===== config.mk =====
export PLATFORM = sky130hd
export DESIGN_NAME = iet_top
export DESIGN_NICKNAME = d
export VERILOG_FILES = /design/src/hdl/iet_pkg.sv /design/src/hdl/iet_top.sv
export SDC_FILE = /design/constraint.sdc
export NUM_CORES = 2
export LEC_CHECK = 0
export BUFFER_PORTS_ARGS = -buffer_cell sky130_fd_sc_hd__buf_2
export CAP_MARGIN = 5
export CORE_AREA = 2 2 559 561
export DETAILED_ROUTE_END_ITERATION = 12
export DIE_AREA = 0 0 561 563
export SLEW_MARGIN = 20
export SYNTH_ARGS = -nofsm -noshare
export SYNTH_HDL_FRONTEND = slang
export SYNTH_SLANG_ARGS = --single-unit
export TNS_END_PERCENT = 30

===== constraint.sdc =====
create_clock -name core_clk_i -period 236.7 [get_ports core_clk_i]
set_input_delay 0 -clock core_clk_i [delete_from_list [all_inputs] [get_ports core_clk_i]]
set_output_delay 0 -clock core_clk_i [all_outputs]
set_load 0.01 [all_outputs]

===== src/hdl/iet_pkg.sv =====
// constants and types shared by the interrupt and event transfer unit
//
// Function
// - each request node is steered by configuration to a vectored interrupt or to one move channel.
// - a vectored service stops the program and branches to the vector of the requesting node.
// - a move-channel service takes one cycle and enters no service routine.
// - a move copies one byte or word and then steps the source, the destination or both pointers.
// - every move decrements the channel counter except in continuous mode, where it stays.
// - when a channel counter reaches zero a vectored interrupt of the same node follows.
// - there are eight independent move channels.
// - a request reaches its vectored service after 7 clocks with the jump cache, 11 without.
// - there are 112 request nodes, each with request flag, enable flag and priority field.
// - source-select bits choose which source drives each shared node.
// - the external request router has 4 trigger inputs, a routing matrix and 4 gating units.
// - each router input detects rising, falling or both edges as configured.
// - each gating unit combines its routed events and passes them on pattern match or miss.
// - a hardware trap gets an immediate reaction that looks like a vectored interrupt.
package iet_pkg;

  // ---------------------------------------------------------------
  // sizes
  // ---------------------------------------------------------------
  localparam int unsigned NODES    = 112;
  localparam int unsigned CHANS    = 8;
  localparam int unsigned RTR_CH   = 4;
  localparam int unsigned PRIO_W   = 4;
  localparam int unsigned CNT_W    = 8;
  localparam int unsigned SHARED_N = 8;

  // ---------------------------------------------------------------
  // node placement
  // ---------------------------------------------------------------
  localparam int unsigned RTR_NODE0   = 0;   // router outputs feed nodes 0..3
  localparam int unsigned SHARED_BASE = 104; // nodes 104..111 are shared

  // ---------------------------------------------------------------
  // timing: response in cpu clocks, one core clock each
  // ---------------------------------------------------------------
  localparam int unsigned CLK_MHZ    = 250;
  localparam int unsigned LAT_JC_CLK = 7;
  localparam int unsigned LAT_NC_CLK = 11;
  localparam logic [3:0]  LAT_JC     = 4'(LAT_JC_CLK);
  localparam logic [3:0]  LAT_NC     = 4'(LAT_NC_CLK);

  // ---------------------------------------------------------------
  // gating modes and reset values
  // ---------------------------------------------------------------
  localparam logic [1:0] GATE_OFF   = 2'h0;
  localparam logic [1:0] GATE_ALL   = 2'h1;
  localparam logic [1:0] GATE_MATCH = 2'h2;
  localparam logic [1:0] GATE_MISS  = 2'h3;
  localparam logic [7:0] CNT_RST    = 8'h00;

  typedef enum logic [1:0] {
    ST_IDLE = 2'b00,
    ST_WAIT = 2'b01,
    ST_CPU  = 2'b10
  } iet_state_e;

endpackage


===== src/hdl/iet_top.sv =====
// interrupt nodes, move channels, external request router and trap entry
`timescale 1ns/10ps
module iet_top #(
  parameter int unsigned AW = 24                                       // move address width
) (
  input  wire logic                                    core_clk_i,     // 250 MHz core clock
  input  wire logic                                    rst_b_i,        // sync reset, active low
  // request sources
  input  wire logic [iet_pkg::NODES-1:0]               src_evt_i,      // dedicated source pulses
  input  wire logic [iet_pkg::SHARED_N-1:0]            alt_evt_i,      // second source of shared nodes
  input  wire logic [iet_pkg::SHARED_N-1:0]            source_select_reg_i, // 1 picks alt source
  // node configuration
  input  wire logic [iet_pkg::NODES-1:0]               node_en_i,      // enable flags
  input  wire logic [iet_pkg::NODES*iet_pkg::PRIO_W-1:0] node_prio_i,  // priority fields
  input  wire logic [iet_pkg::NODES-1:0]               node_move_i,    // 1 routes to a move channel
  input  wire logic [iet_pkg::NODES*3-1:0]             node_chan_i,    // move channel per node
  input  wire logic                                    jump_cache_i,   // jump cache in use
  // move channel load port
  input  wire logic                                    chan_wr_i,      // load strobe
  input  wire logic [2:0]                              chan_sel_i,     // channel to load
  input  wire logic [AW-1:0]                           chan_src_i,     // source pointer
  input  wire logic [AW-1:0]                           chan_dst_i,     // destination pointer
  input  wire logic [iet_pkg::CNT_W-1:0]               chan_cnt_i,     // transfer count
  input  wire logic [3:0]                              chan_mode_i,    // {cont, word, inc_dst, inc_src}
  // external request router
  input  wire logic [iet_pkg::RTR_CH-1:0]              router_in_i,    // trigger input levels
  input  wire logic [iet_pkg::RTR_CH*2-1:0]            edge_sel_i,     // {fall, rise} per input
  input  wire logic [iet_pkg::RTR_CH*iet_pkg::RTR_CH-1:0] route_i,     // input c to unit o: bit o*4+c
  input  wire logic [iet_pkg::RTR_CH*iet_pkg::RTR_CH-1:0] pattern_i,   // pattern mask per unit
  input  wire logic [iet_pkg::RTR_CH*2-1:0]            gate_mode_i,    // gating mode per unit
  // trap
  input  wire logic                                    trap_i,         // trap event pulse
  input  wire logic [3:0]                              trap_num_i,     // trap number
  // cpu side
  output logic                                         intr_req_o,     // service request to cpu
  output logic [6:0]                                   intr_vec_o,     // node index or trap number
  output logic                                         intr_trap_o,    // request is a trap
  input  wire logic                                    intr_ack_i,     // cpu takes the request
  // move stream
  output logic                                         move_valid_o,   // move word valid
  output logic [AW-1:0]                                move_src_o,     // copy from
  output logic [AW-1:0]                                move_dst_o,     // copy to
  output logic                                         move_word_o,    // 1 word, 0 byte
  input  wire logic                                    move_ready_i,   // receiver takes word
  output logic                                         steal_o,        // one stolen cpu cycle
  // status
  output logic [iet_pkg::NODES-1:0]                    node_pend_o,    // request flags
  output logic [iet_pkg::RTR_CH-1:0]                   router_out_o    // gated router events
);

  localparam int unsigned N  = iet_pkg::NODES;
  localparam int unsigned MW = 2 * AW + 1;

  // ---------------------------------------------------------------
  // declarations
  // ---------------------------------------------------------------
  logic [N-1:0]                 flag_q;

  logic [iet_pkg::RTR_CH-1:0]   in_prev_q;
  logic [iet_pkg::RTR_CH-1:0]   det;
  logic [iet_pkg::RTR_CH-1:0]   gated;
  logic [N-1:0]                 node_evt;

  logic [AW-1:0]                src_q [iet_pkg::CHANS];
  logic [AW-1:0]                dst_q [iet_pkg::CHANS];
  logic [iet_pkg::CNT_W-1:0]    cnt_q [iet_pkg::CHANS];
  logic [3:0]                   mode_q [iet_pkg::CHANS];

  iet_pkg::iet_state_e          state_q;
  logic [3:0]                   wait_q;
  logic                         trap_pend_q;
  logic [3:0]                   trap_num_q;

  logic                         win_v;
  logic [6:0]                   win_idx;
  logic [iet_pkg::PRIO_W-1:0]   win_p;
  logic [2:0]                   win_ch;
  logic                         win_move;
  logic                         win_intr;

  logic                         push;
  logic                         buf_ready;
  logic [MW-1:0]                push_data;
  logic                         cnt_hits_zero;

  logic                         skid_v_q;
  logic [MW-1:0]                skid_q;
  logic [MW-1:0]                out_q;
  logic                         trap_go;
  logic                         intr_go;

  // ---------------------------------------------------------------
  // external request router
  // ---------------------------------------------------------------
  // edge detection against the previous level
  always_ff @(posedge core_clk_i) begin
    if (!rst_b_i) begin
      in_prev_q <= '0;
    end else begin
      in_prev_q <= router_in_i;
    end
  end

  // one pulse per chosen edge
  always_comb begin
    for (int c = 0; c < int'(iet_pkg::RTR_CH); c++) begin
      det[c] = (edge_sel_i[2*c]   &  router_in_i[c] & ~in_prev_q[c])
             | (edge_sel_i[2*c+1] & ~router_in_i[c] &  in_prev_q[c]);
    end
  end

  // gating: matrix combine, then pattern filter on the input levels
  always_comb begin
    for (int o = 0; o < int'(iet_pkg::RTR_CH); o++) begin
      logic hit;
      logic match;
      hit   = |(det & route_i[o*4 +: 4]);
      match = ((router_in_i & pattern_i[o*4 +: 4]) == pattern_i[o*4 +: 4]);
      case (gate_mode_i[o*2 +: 2])
        iet_pkg::GATE_ALL:   gated[o] = hit;
        iet_pkg::GATE_MATCH: gated[o] = hit & match;
        iet_pkg::GATE_MISS:  gated[o] = hit & ~match;
        default:             gated[o] = 1'b0;
      endcase
    end
  end

  // registered copy for observation
  always_ff @(posedge core_clk_i) begin
    if (!rst_b_i) begin
      router_out_o <= '0;
    end else begin
      router_out_o <= gated;
    end
  end

  // ---------------------------------------------------------------
  // node events and source selection
  // ---------------------------------------------------------------
  // router ors into nodes 0..3
  always_comb begin
    node_evt = src_evt_i;
    for (int o = 0; o < int'(iet_pkg::RTR_CH); o++) begin
      node_evt[iet_pkg::RTR_NODE0 + o] = src_evt_i[iet_pkg::RTR_NODE0 + o] | gated[o];
    end
    for (int s = 0; s < int'(iet_pkg::SHARED_N); s++) begin
      node_evt[iet_pkg::SHARED_BASE + s] = source_select_reg_i[s] ? alt_evt_i[s]
                                                                  : src_evt_i[iet_pkg::SHARED_BASE + s];
    end
  end

  // ---------------------------------------------------------------
  // arbitration over enabled pending nodes
  // ---------------------------------------------------------------
  // strict greater keeps the lowest index on a tie; a long serial compare chain, one stage per node
  always_comb begin
    win_v   = 1'b0;
    win_idx = '0;
    win_p   = '0;
    for (int i = 0; i < int'(N); i++) begin
      if (flag_q[i] && node_en_i[i] &&
          (!win_v || node_prio_i[i*iet_pkg::PRIO_W +: iet_pkg::PRIO_W] > win_p)) begin
        win_v   = 1'b1;
        win_idx = 7'(i);
        win_p   = node_prio_i[i*iet_pkg::PRIO_W +: iet_pkg::PRIO_W];
      end
    end
  end

  // a drained channel falls back to the vectored path so the end interrupt is served
  assign win_ch        = node_chan_i[win_idx*3 +: 3];
  assign win_move      = win_v && node_move_i[win_idx] &&
                         (mode_q[win_ch][3] || cnt_q[win_ch] != '0);
  assign trap_go       = (state_q == iet_pkg::ST_IDLE) && trap_pend_q;
  assign push          = (state_q == iet_pkg::ST_IDLE) && !trap_pend_q && win_move && buf_ready;
  assign win_intr      = win_v && !win_move;
  assign intr_go       = (state_q == iet_pkg::ST_IDLE) && !trap_pend_q && win_intr;
  assign cnt_hits_zero = !mode_q[win_ch][3] && cnt_q[win_ch] == iet_pkg::CNT_W'(1);
  assign push_data     = {mode_q[win_ch][2], src_q[win_ch], dst_q[win_ch]};

  // ---------------------------------------------------------------
  // request flags
  // ---------------------------------------------------------------
  // an event in the clearing cycle wins; a move that empties its counter re-arms the flag
  always_ff @(posedge core_clk_i) begin
    if (!rst_b_i) begin
      flag_q <= '0;
    end else begin
      for (int i = 0; i < int'(N); i++) begin
        if (node_evt[i]) begin
          flag_q[i] <= 1'b1;
        end else if (push && win_idx == 7'(i)) begin
          flag_q[i] <= cnt_hits_zero;
        end else if (intr_go && win_idx == 7'(i)) begin
          flag_q[i] <= 1'b0;
        end
      end
    end
  end

  assign node_pend_o = flag_q;

  // ---------------------------------------------------------------
  // move channels
  // ---------------------------------------------------------------
  // a move beats a load
  always_ff @(posedge core_clk_i) begin
    if (!rst_b_i) begin
      for (int c = 0; c < int'(iet_pkg::CHANS); c++) begin
        src_q[c]  <= '0;
        dst_q[c]  <= '0;
        cnt_q[c]  <= iet_pkg::CNT_RST;
        mode_q[c] <= '0;
      end
    end else if (push) begin
      if (mode_q[win_ch][0]) begin
        src_q[win_ch] <= src_q[win_ch] + (mode_q[win_ch][2] ? AW'(2) : AW'(1));
      end
      if (mode_q[win_ch][1]) begin
        dst_q[win_ch] <= dst_q[win_ch] + (mode_q[win_ch][2] ? AW'(2) : AW'(1));
      end
      if (!mode_q[win_ch][3]) begin
        cnt_q[win_ch] <= cnt_q[win_ch] - iet_pkg::CNT_W'(1);
      end
    end else if (chan_wr_i) begin
      src_q[chan_sel_i]  <= chan_src_i;
      dst_q[chan_sel_i]  <= chan_dst_i;
      cnt_q[chan_sel_i]  <= chan_cnt_i;
      mode_q[chan_sel_i] <= chan_mode_i;
    end
  end

  // one stolen cycle per move, no routine entered
  always_ff @(posedge core_clk_i) begin
    if (!rst_b_i) begin
      steal_o <= 1'b0;
    end else begin
      steal_o <= push;
    end
  end

  // ---------------------------------------------------------------
  // two-entry move buffer
  // ---------------------------------------------------------------
  // output stage plus skid stage; outputs stay on flops and a receiver stall drops nothing
  assign buf_ready = !skid_v_q;

  always_ff @(posedge core_clk_i) begin
    if (!rst_b_i) begin
      move_valid_o <= 1'b0;
      skid_v_q     <= 1'b0;
      out_q        <= '0;
      skid_q       <= '0;
    end else begin
      if (!move_valid_o || move_ready_i) begin
        if (skid_v_q) begin
          out_q        <= skid_q;
          move_valid_o <= 1'b1;
          skid_v_q     <= push;
          skid_q       <= push_data;
        end else begin
          out_q        <= push_data;
          move_valid_o <= push;
        end
      end else if (push) begin
        skid_v_q <= 1'b1;
        skid_q   <= push_data;
      end
    end
  end

  assign move_word_o = out_q[MW-1];
  assign move_src_o  = out_q[2*AW-1:AW];
  assign move_dst_o  = out_q[AW-1:0];

  // ---------------------------------------------------------------
  // trap capture
  // ---------------------------------------------------------------
  // a new trap beats the clear
  always_ff @(posedge core_clk_i) begin
    if (!rst_b_i) begin
      trap_pend_q <= 1'b0;
      trap_num_q  <= '0;
    end else if (trap_i) begin
      trap_pend_q <= 1'b1;
      trap_num_q  <= trap_num_i;
    end else if (trap_go) begin
      trap_pend_q <= 1'b0;
    end
  end

  // ---------------------------------------------------------------
  // cpu request sequencer
  // ---------------------------------------------------------------
  // traps skip the response wait; a trap arriving mid-wait is served after the current one
  always_ff @(posedge core_clk_i) begin
    if (!rst_b_i) begin
      state_q     <= iet_pkg::ST_IDLE;
      wait_q      <= '0;
      intr_req_o  <= 1'b0;
      intr_vec_o  <= '0;
      intr_trap_o <= 1'b0;
    end else begin
      case (state_q)
        iet_pkg::ST_IDLE: begin
          if (trap_go) begin
            intr_req_o  <= 1'b1;
            intr_trap_o <= 1'b1;
            intr_vec_o  <= {3'h0, trap_num_q};
            state_q     <= iet_pkg::ST_CPU;
          end else if (intr_go) begin
            intr_vec_o  <= win_idx;
            intr_trap_o <= 1'b0;
            wait_q      <= (jump_cache_i ? iet_pkg::LAT_JC : iet_pkg::LAT_NC) - 4'h3;
            state_q     <= iet_pkg::ST_WAIT;
          end
        end
        iet_pkg::ST_WAIT: begin
          if (wait_q == 4'h0) begin
            intr_req_o <= 1'b1;
            state_q    <= iet_pkg::ST_CPU;
          end else begin
            wait_q <= wait_q - 4'h1;
          end
        end
        iet_pkg::ST_CPU: begin
          if (intr_ack_i) begin
            intr_req_o <= 1'b0;
            state_q    <= iet_pkg::ST_IDLE;
          end
        end
        default: begin
          state_q    <= iet_pkg::ST_IDLE;
          intr_req_o <= 1'b0;
        end
      endcase
    end
  end

endmodule


Word-level counts from Yosys, hierarchy flattened --
Memories as Yosys holds them, arrays and structs flattened. Cells that the tools add are included.
Cells by class: $mul 1, muxes and demuxes 751, add/sub/neg operators 5, shifts and indexed selects 1, bitwise operators 52, reduce and logical (&&, ||, !) cells 821, eq/ne operators 138, $lt $le $gt $ge 112
Operators with widths (count):
- 7-bit 2-to-1 mux | 112
- 1-bit 2-to-1 mux | 493
- 4-bit 2-to-1 mux | 116
- 1-bit logical AND | 456
- 4-bit > comparator | 111
- 7-bit == test (second input constant) | 48
- 3-bit nonzero test | 112
- 336-bit by 10-bit indexed part select with 3-bit output | 1
- 7-bit by 6-bit == test with 1-bit output (second input constant) | 32
- 49-bit 2-to-1 mux | 4
- 1-bit zero test | 116
- 1-bit logical OR | 113
- 7-bit by 5-bit == test with 1-bit output (second input constant) | 16
- 24-bit 2-to-1 mux | 4
- 24-bit OR reduction | 4
- 7-bit by 4-bit == test with 1-bit output (second input constant) | 8
- 4-bit bitwise AND | 8
- 7-bit by 3-bit == test with 1-bit output (second input constant) | 4
- 24-bit by 2-bit adder with 24-bit output | 1
- 24-bit adder | 1
- 1-bit bitwise AND | 24
- 3-bit 2-to-1 mux | 7
- 4-bit OR reduction | 5
- 2-bit == test (second input constant) | 9
- 29 further kinds | 76
Word-level totals: input bits 1262, logic and storage cells 2011, memories 4, output and inout port bits 176, register bits 241, bits in writable memories 480
Memory list:
- dst_q | words 8, width 24, read ports 1, clocked after Yosys merged registers in 0, write ports 8, RTL line iet_top.sv:65 | logic [AW-1:0] dst_q [iet_pkg::CHANS];
- src_q | words 8, width 24, read ports 1, clocked after Yosys merged registers in 0, write ports 8, RTL line iet_top.sv:64 | logic [AW-1:0] src_q [iet_pkg::CHANS];
- cnt_q | words 8, width 8, read ports 1, clocked after Yosys merged registers in 0, write ports 8, RTL line iet_top.sv:66 | logic [iet_pkg::CNT_W-1:0] cnt_q [iet_pkg::CHANS];
- mode_q | words 8, width 4, read ports 1, clocked after Yosys merged registers in 0, write ports 8, RTL line iet_top.sv:67 | logic [3:0] mode_q [iet_pkg::CHANS];

Logic depth before layout (Yosys ltp) --
An unclocked memory read counts as a cell.
word-level depth 460, mapped depth 1068, mapped depth without buffers 1029

Worst setup path after synthesis --
Ideal clock, no wire load.
path type reg2reg, start register flag_q[0] (netlist: node_pend_o[0]), end memory dst_q[0][8] (data pin), path slack 59559 ps, clock period less this slack 177141 ps, required time 236428 ps, setup time 272 ps, data arrival time 176869 ps, path buffers 39, stages on the path, launching flop included 928, path through dfxtp_1 > and2_1 > nand2_1 > ha_1 > a21oi_1 > and2_1 > a21oi_1 > mux2i_1 > inv_1 > ha_1 > nor2b_1 > o211ai_1 > a31o_2 > mux2_2 > inv_1 > ha_1 > and3b_1 > a2111oi_2 > [... 892 more ...] > buf_6 > buf_4 > buf_2 > buf_2 > clkbuf_1 > buf_1 > nand2_1 > nand3_1 > a31oi_1 > ha_1 > inv_1 > fa_1 > or4_1 > clkbuf_1 > or4_1 > xor2_1 > mux2i_1 > nor2_1
RTL lines:
- from (decl) | RTL line iet_top.sv:57 | logic [N-1:0] flag_q;
- from (signal, indexed assignment) | RTL line iet_top.sv:193 | flag_q[i] <= cnt_hits_zero;
- to (decl) | RTL line iet_top.sv:65

==> run_results.csv <==
group,metric,value,unit
logic_synthesis,synth_ff_type,"edfxtp_1",
die,ios,1438,
global_route,grt_remaining_overflow,0,
finish,fin_nets,11100,
logic_synthesis,synth_edf_count,480,
placement,place_congestion,1.09,
flow_run,maxCapViolations,0,
logic_synthesis,netlist_area,64400,um2
sta,rsz0062_at_grt,"false",
cts,cts_tree,"yes",
global_route,use_met1,35.3,%
die,start_util,20.8,%
cts,clock-sinks,721,
sta,finalHoldViolations,1,
logic_synthesis,synth_commonest_cells,"nor2_1, nand2_1, a21oi_1",
logic_synthesis,synthDistinctLibCells,145,
setup_path,cp.arrival,212.11,ns
logic_synthesis,async_flop_share,0,%
logic_synthesis,synth_xor_area_share,0.517,%
global_route,grt_max_degree,157,
sta,tns,0,ns
drt,ant_nets,0,
global_route,grt_busiest_layer,"met2",
cts,cts_resized,0,
setup_path,cp_slowest_stage_delay,0.93,ns
global_route,antenna_found_initial,351,
logic_synthesis,synth_top_family_by_area,"compound AO/OA/AOI/OAI gates",
setup_path,crit_fanout,94,
drt,wire_per_inst,35.3,um
drt,routed_wirelength,495,mm
placement,numPortBuffers,1437,
logic_synthesis,synth.most_common_cell,"nor2_1",
logic_synthesis,avgSynthCellArea,8.05,um2
setup_path,critPathLaunchType,"flop",
logic_synthesis,synth_fa_ha_area_share,7.07,%
cts,cts_setup_buffers,0,
run_status,status,"finished with violations",
logic_synthesis,synth_compound_area_share,30.1,%
logic_synthesis,yosys-mux-area-fraction,4.33,%
logic_synthesis,syn-num-nets,9615,
finish,layout-drive-gt1-share,22.2,%
cts,clk_latency,0.76,ns
run_status,violations,"hold timing",
sta,fin_crit_sh,89.4,%
placement,dp.final_hpwl,413,mm
cts,clk_pin_slew,0.06,ns
drt,routed_via_density,5.57,
sta,worst-slew-pin-transition,1.18,ns
drt,vias,78200,
sta,worst_hold_slack,-0.0210,ns
sta,fmax,0.00472,GHz
die,die_h,563,um
logic_synthesis,synth_top_area_share,22.4,%
die,dieArea,316000,um2
hold_path,min_path_type,"input pin to flop",
global_route,grt_pass1_wl,640,mm
logic_synthesis,netlist.top_cell.by_area,"edfxtp_1",
drt,dr.pass1.iters,8,
cts,cts_buffers,87,
die,die_w,561,um
cts,h-tree-depth,3,
sta,finClkSkew,0.105,ns
drt,drc,0,
logic_synthesis,synth_area_leaders,"edfxtp_1, dfxtp_1, ha_1",
logic_synthesis,ys_seq_area_share,29.9,%
finish,syn_to_final_growth,28.1,%
logic_synthesis,syn_inst,8003,
setup_path,worstSetupEndpointType,"flop",
setup_path,critical_path_required,237.13,ns
setup_path,cpMaxStageDelayCell,"o41ai_2",
sta,final_max_slew_viol_count,0,
sta,finalSetupViolations,0,
logic_synthesis,ys.warnings.count,0,
cts,clockBufferDepth,3,
die,num_rows,205,
cts,clk_root_buffer_cell,"clkbuf_16",
logic_synthesis,synthSimpleGateAreaFrac,22.5,%
setup_path,cp_common_cell,"a21oi_1",
global_route,grtUsageMet2,45.1,%
sta,relSlewSlack,21.0,%
global_route,grt_pass1_vias,70500,
sta,layout_min_cycle_time,211.68,ns
setup_path,critical_path_class,"flop to flop",
die,core-area,310000,um2
cts,hold_buffers,201,
global_route,gr-usage-met3,8.80,%
logic_synthesis,ys_seq_elements,721,
drt,drtIter0Drc,10600,
global_route,grtUsageTotal,29.8,%
## final cells by class
class	instances	area [um2]
antenna	316	791
clock buffer	113	2400
clock inverter	47	549
fill	34200	228000
inverter	458	1730
multi-input combinational	6416	42100
sequential	721	19200
tap	4140	5180
timing repair buffer	1819	10600
## through the flow
step	instance area, um2	utilization, %	std cells	setup WS (ns)
after floorplan	64400	-	8003	59.56
after global placement	76700	24.7	13300	32.35
after detailed placement	76700	24.7	13300	29.73
after CTS	81700	26.3	13700	28.97
after global routing	82200	26.5	13900	7.48
final	82600	26.6	14000	25.02
## cell families after synthesis
family                     count (synthesis)
and+or+nand+nor                         3051
AOI/OAI and AO/OA                       2698
buffers and inverters                    866
DFF                                      721
adders and majority gates                366
muxes                                    263
xor gates and xnor gates                  38
## registers in the layout, indices dropped and copies added, names as in the netlist
register / flops
cnt_q: 64
dst_q: 192
in_prev_q: 4
intr_req_o: 1
intr_trap_o: 1
intr_vec_o: 7
mode_q: 32
move_valid_o: 1
node_pend_o: 112
out_q: 49
router_out_o: 4
skid_q: 49
skid_v_q: 1
src_q: 192
state_q: 2
steal_o: 1
trap_num_q: 4
trap_pend_q: 1
wait_q: 4
## placed cells by master, fill, tap and decap left out, types with 47 or more instances in the layout
| master | instances |
|---|---|
| a2111oi_0 | 162 |
| a211oi_1 | 96 |
| a21o_1 | 81 |
| a21oi_1 | 542 |
| a311oi_1 | 76 |
| a31oi_1 | 137 |
| and2_1 | 133 |
| and3_1 | 102 |
| buf_2 | 1437 |
| buf_4 | 177 |
| clkbuf_16 | 90 |
| dfxtp_1 | 240 |
| diode_2 | 316 |
| dlygate4sd3_1 | 201 |
| edfxtp_1 | 480 |
| ha_1 | 348 |
| inv_1 | 457 |
| mux2_2 | 80 |
| mux2i_1 | 171 |
| nand2_1 | 853 |
| nand2b_1 | 68 |
| nand3_1 | 258 |
| nand4_1 | 56 |
| nor2_1 | 931 |
| nor2b_1 | 138 |
| nor3_1 | 116 |
| o211ai_1 | 96 |
| o21a_1 | 82 |
| o21ai_0 | 352 |
| o21ai_1 | 56 |
| o22ai_1 | 115 |
| o31a_1 | 215 |
| o31ai_1 | 59 |
| or2_2 | 47 |
| or3_1 | 76 |
| or4_1 | 70 |
## worst paths after layout
path,start,end,slack (ns),depth (start not counted)
setup reg to reg,node_pend_o[0],src_q[3][7],25.02,906
hold / removal,router_in_i[0],in_prev_q[0],-0.02,3
hold reg to reg,out_q[25],out_q[25],0.45,2
setup / recovery,node_pend_o[0],src_q[3][7],25.02,900
## worst max-delay path, delay by kind of cell, from the launching register on
| family | cells | cell delay, ns |
|---|---|---|
| multiplexers | 38 | 12.87 |
| AO/OA/AOI/OAI | 460 | 113.34 |
| buffers and inverters | 62 | 7.70 |
| AND/OR/NAND/NOR | 215 | 38.30 |
| adder cells (fa/ha/maj) | 125 | 37.03 |
| flip-flops | 1 | 0.47 |
## metal layers
metal / vias up / part of all wire, %
met3: 1193 / 11
met5: - / 0.12
met4: 92 / 9.1
met1: 37800 / 37
met2: 5226 / 43
li1: 33800 / -
Power is left out: the tool's default activity adds up to more than one toggle a clock period on the data nets, which glitch-free logic cannot reach.
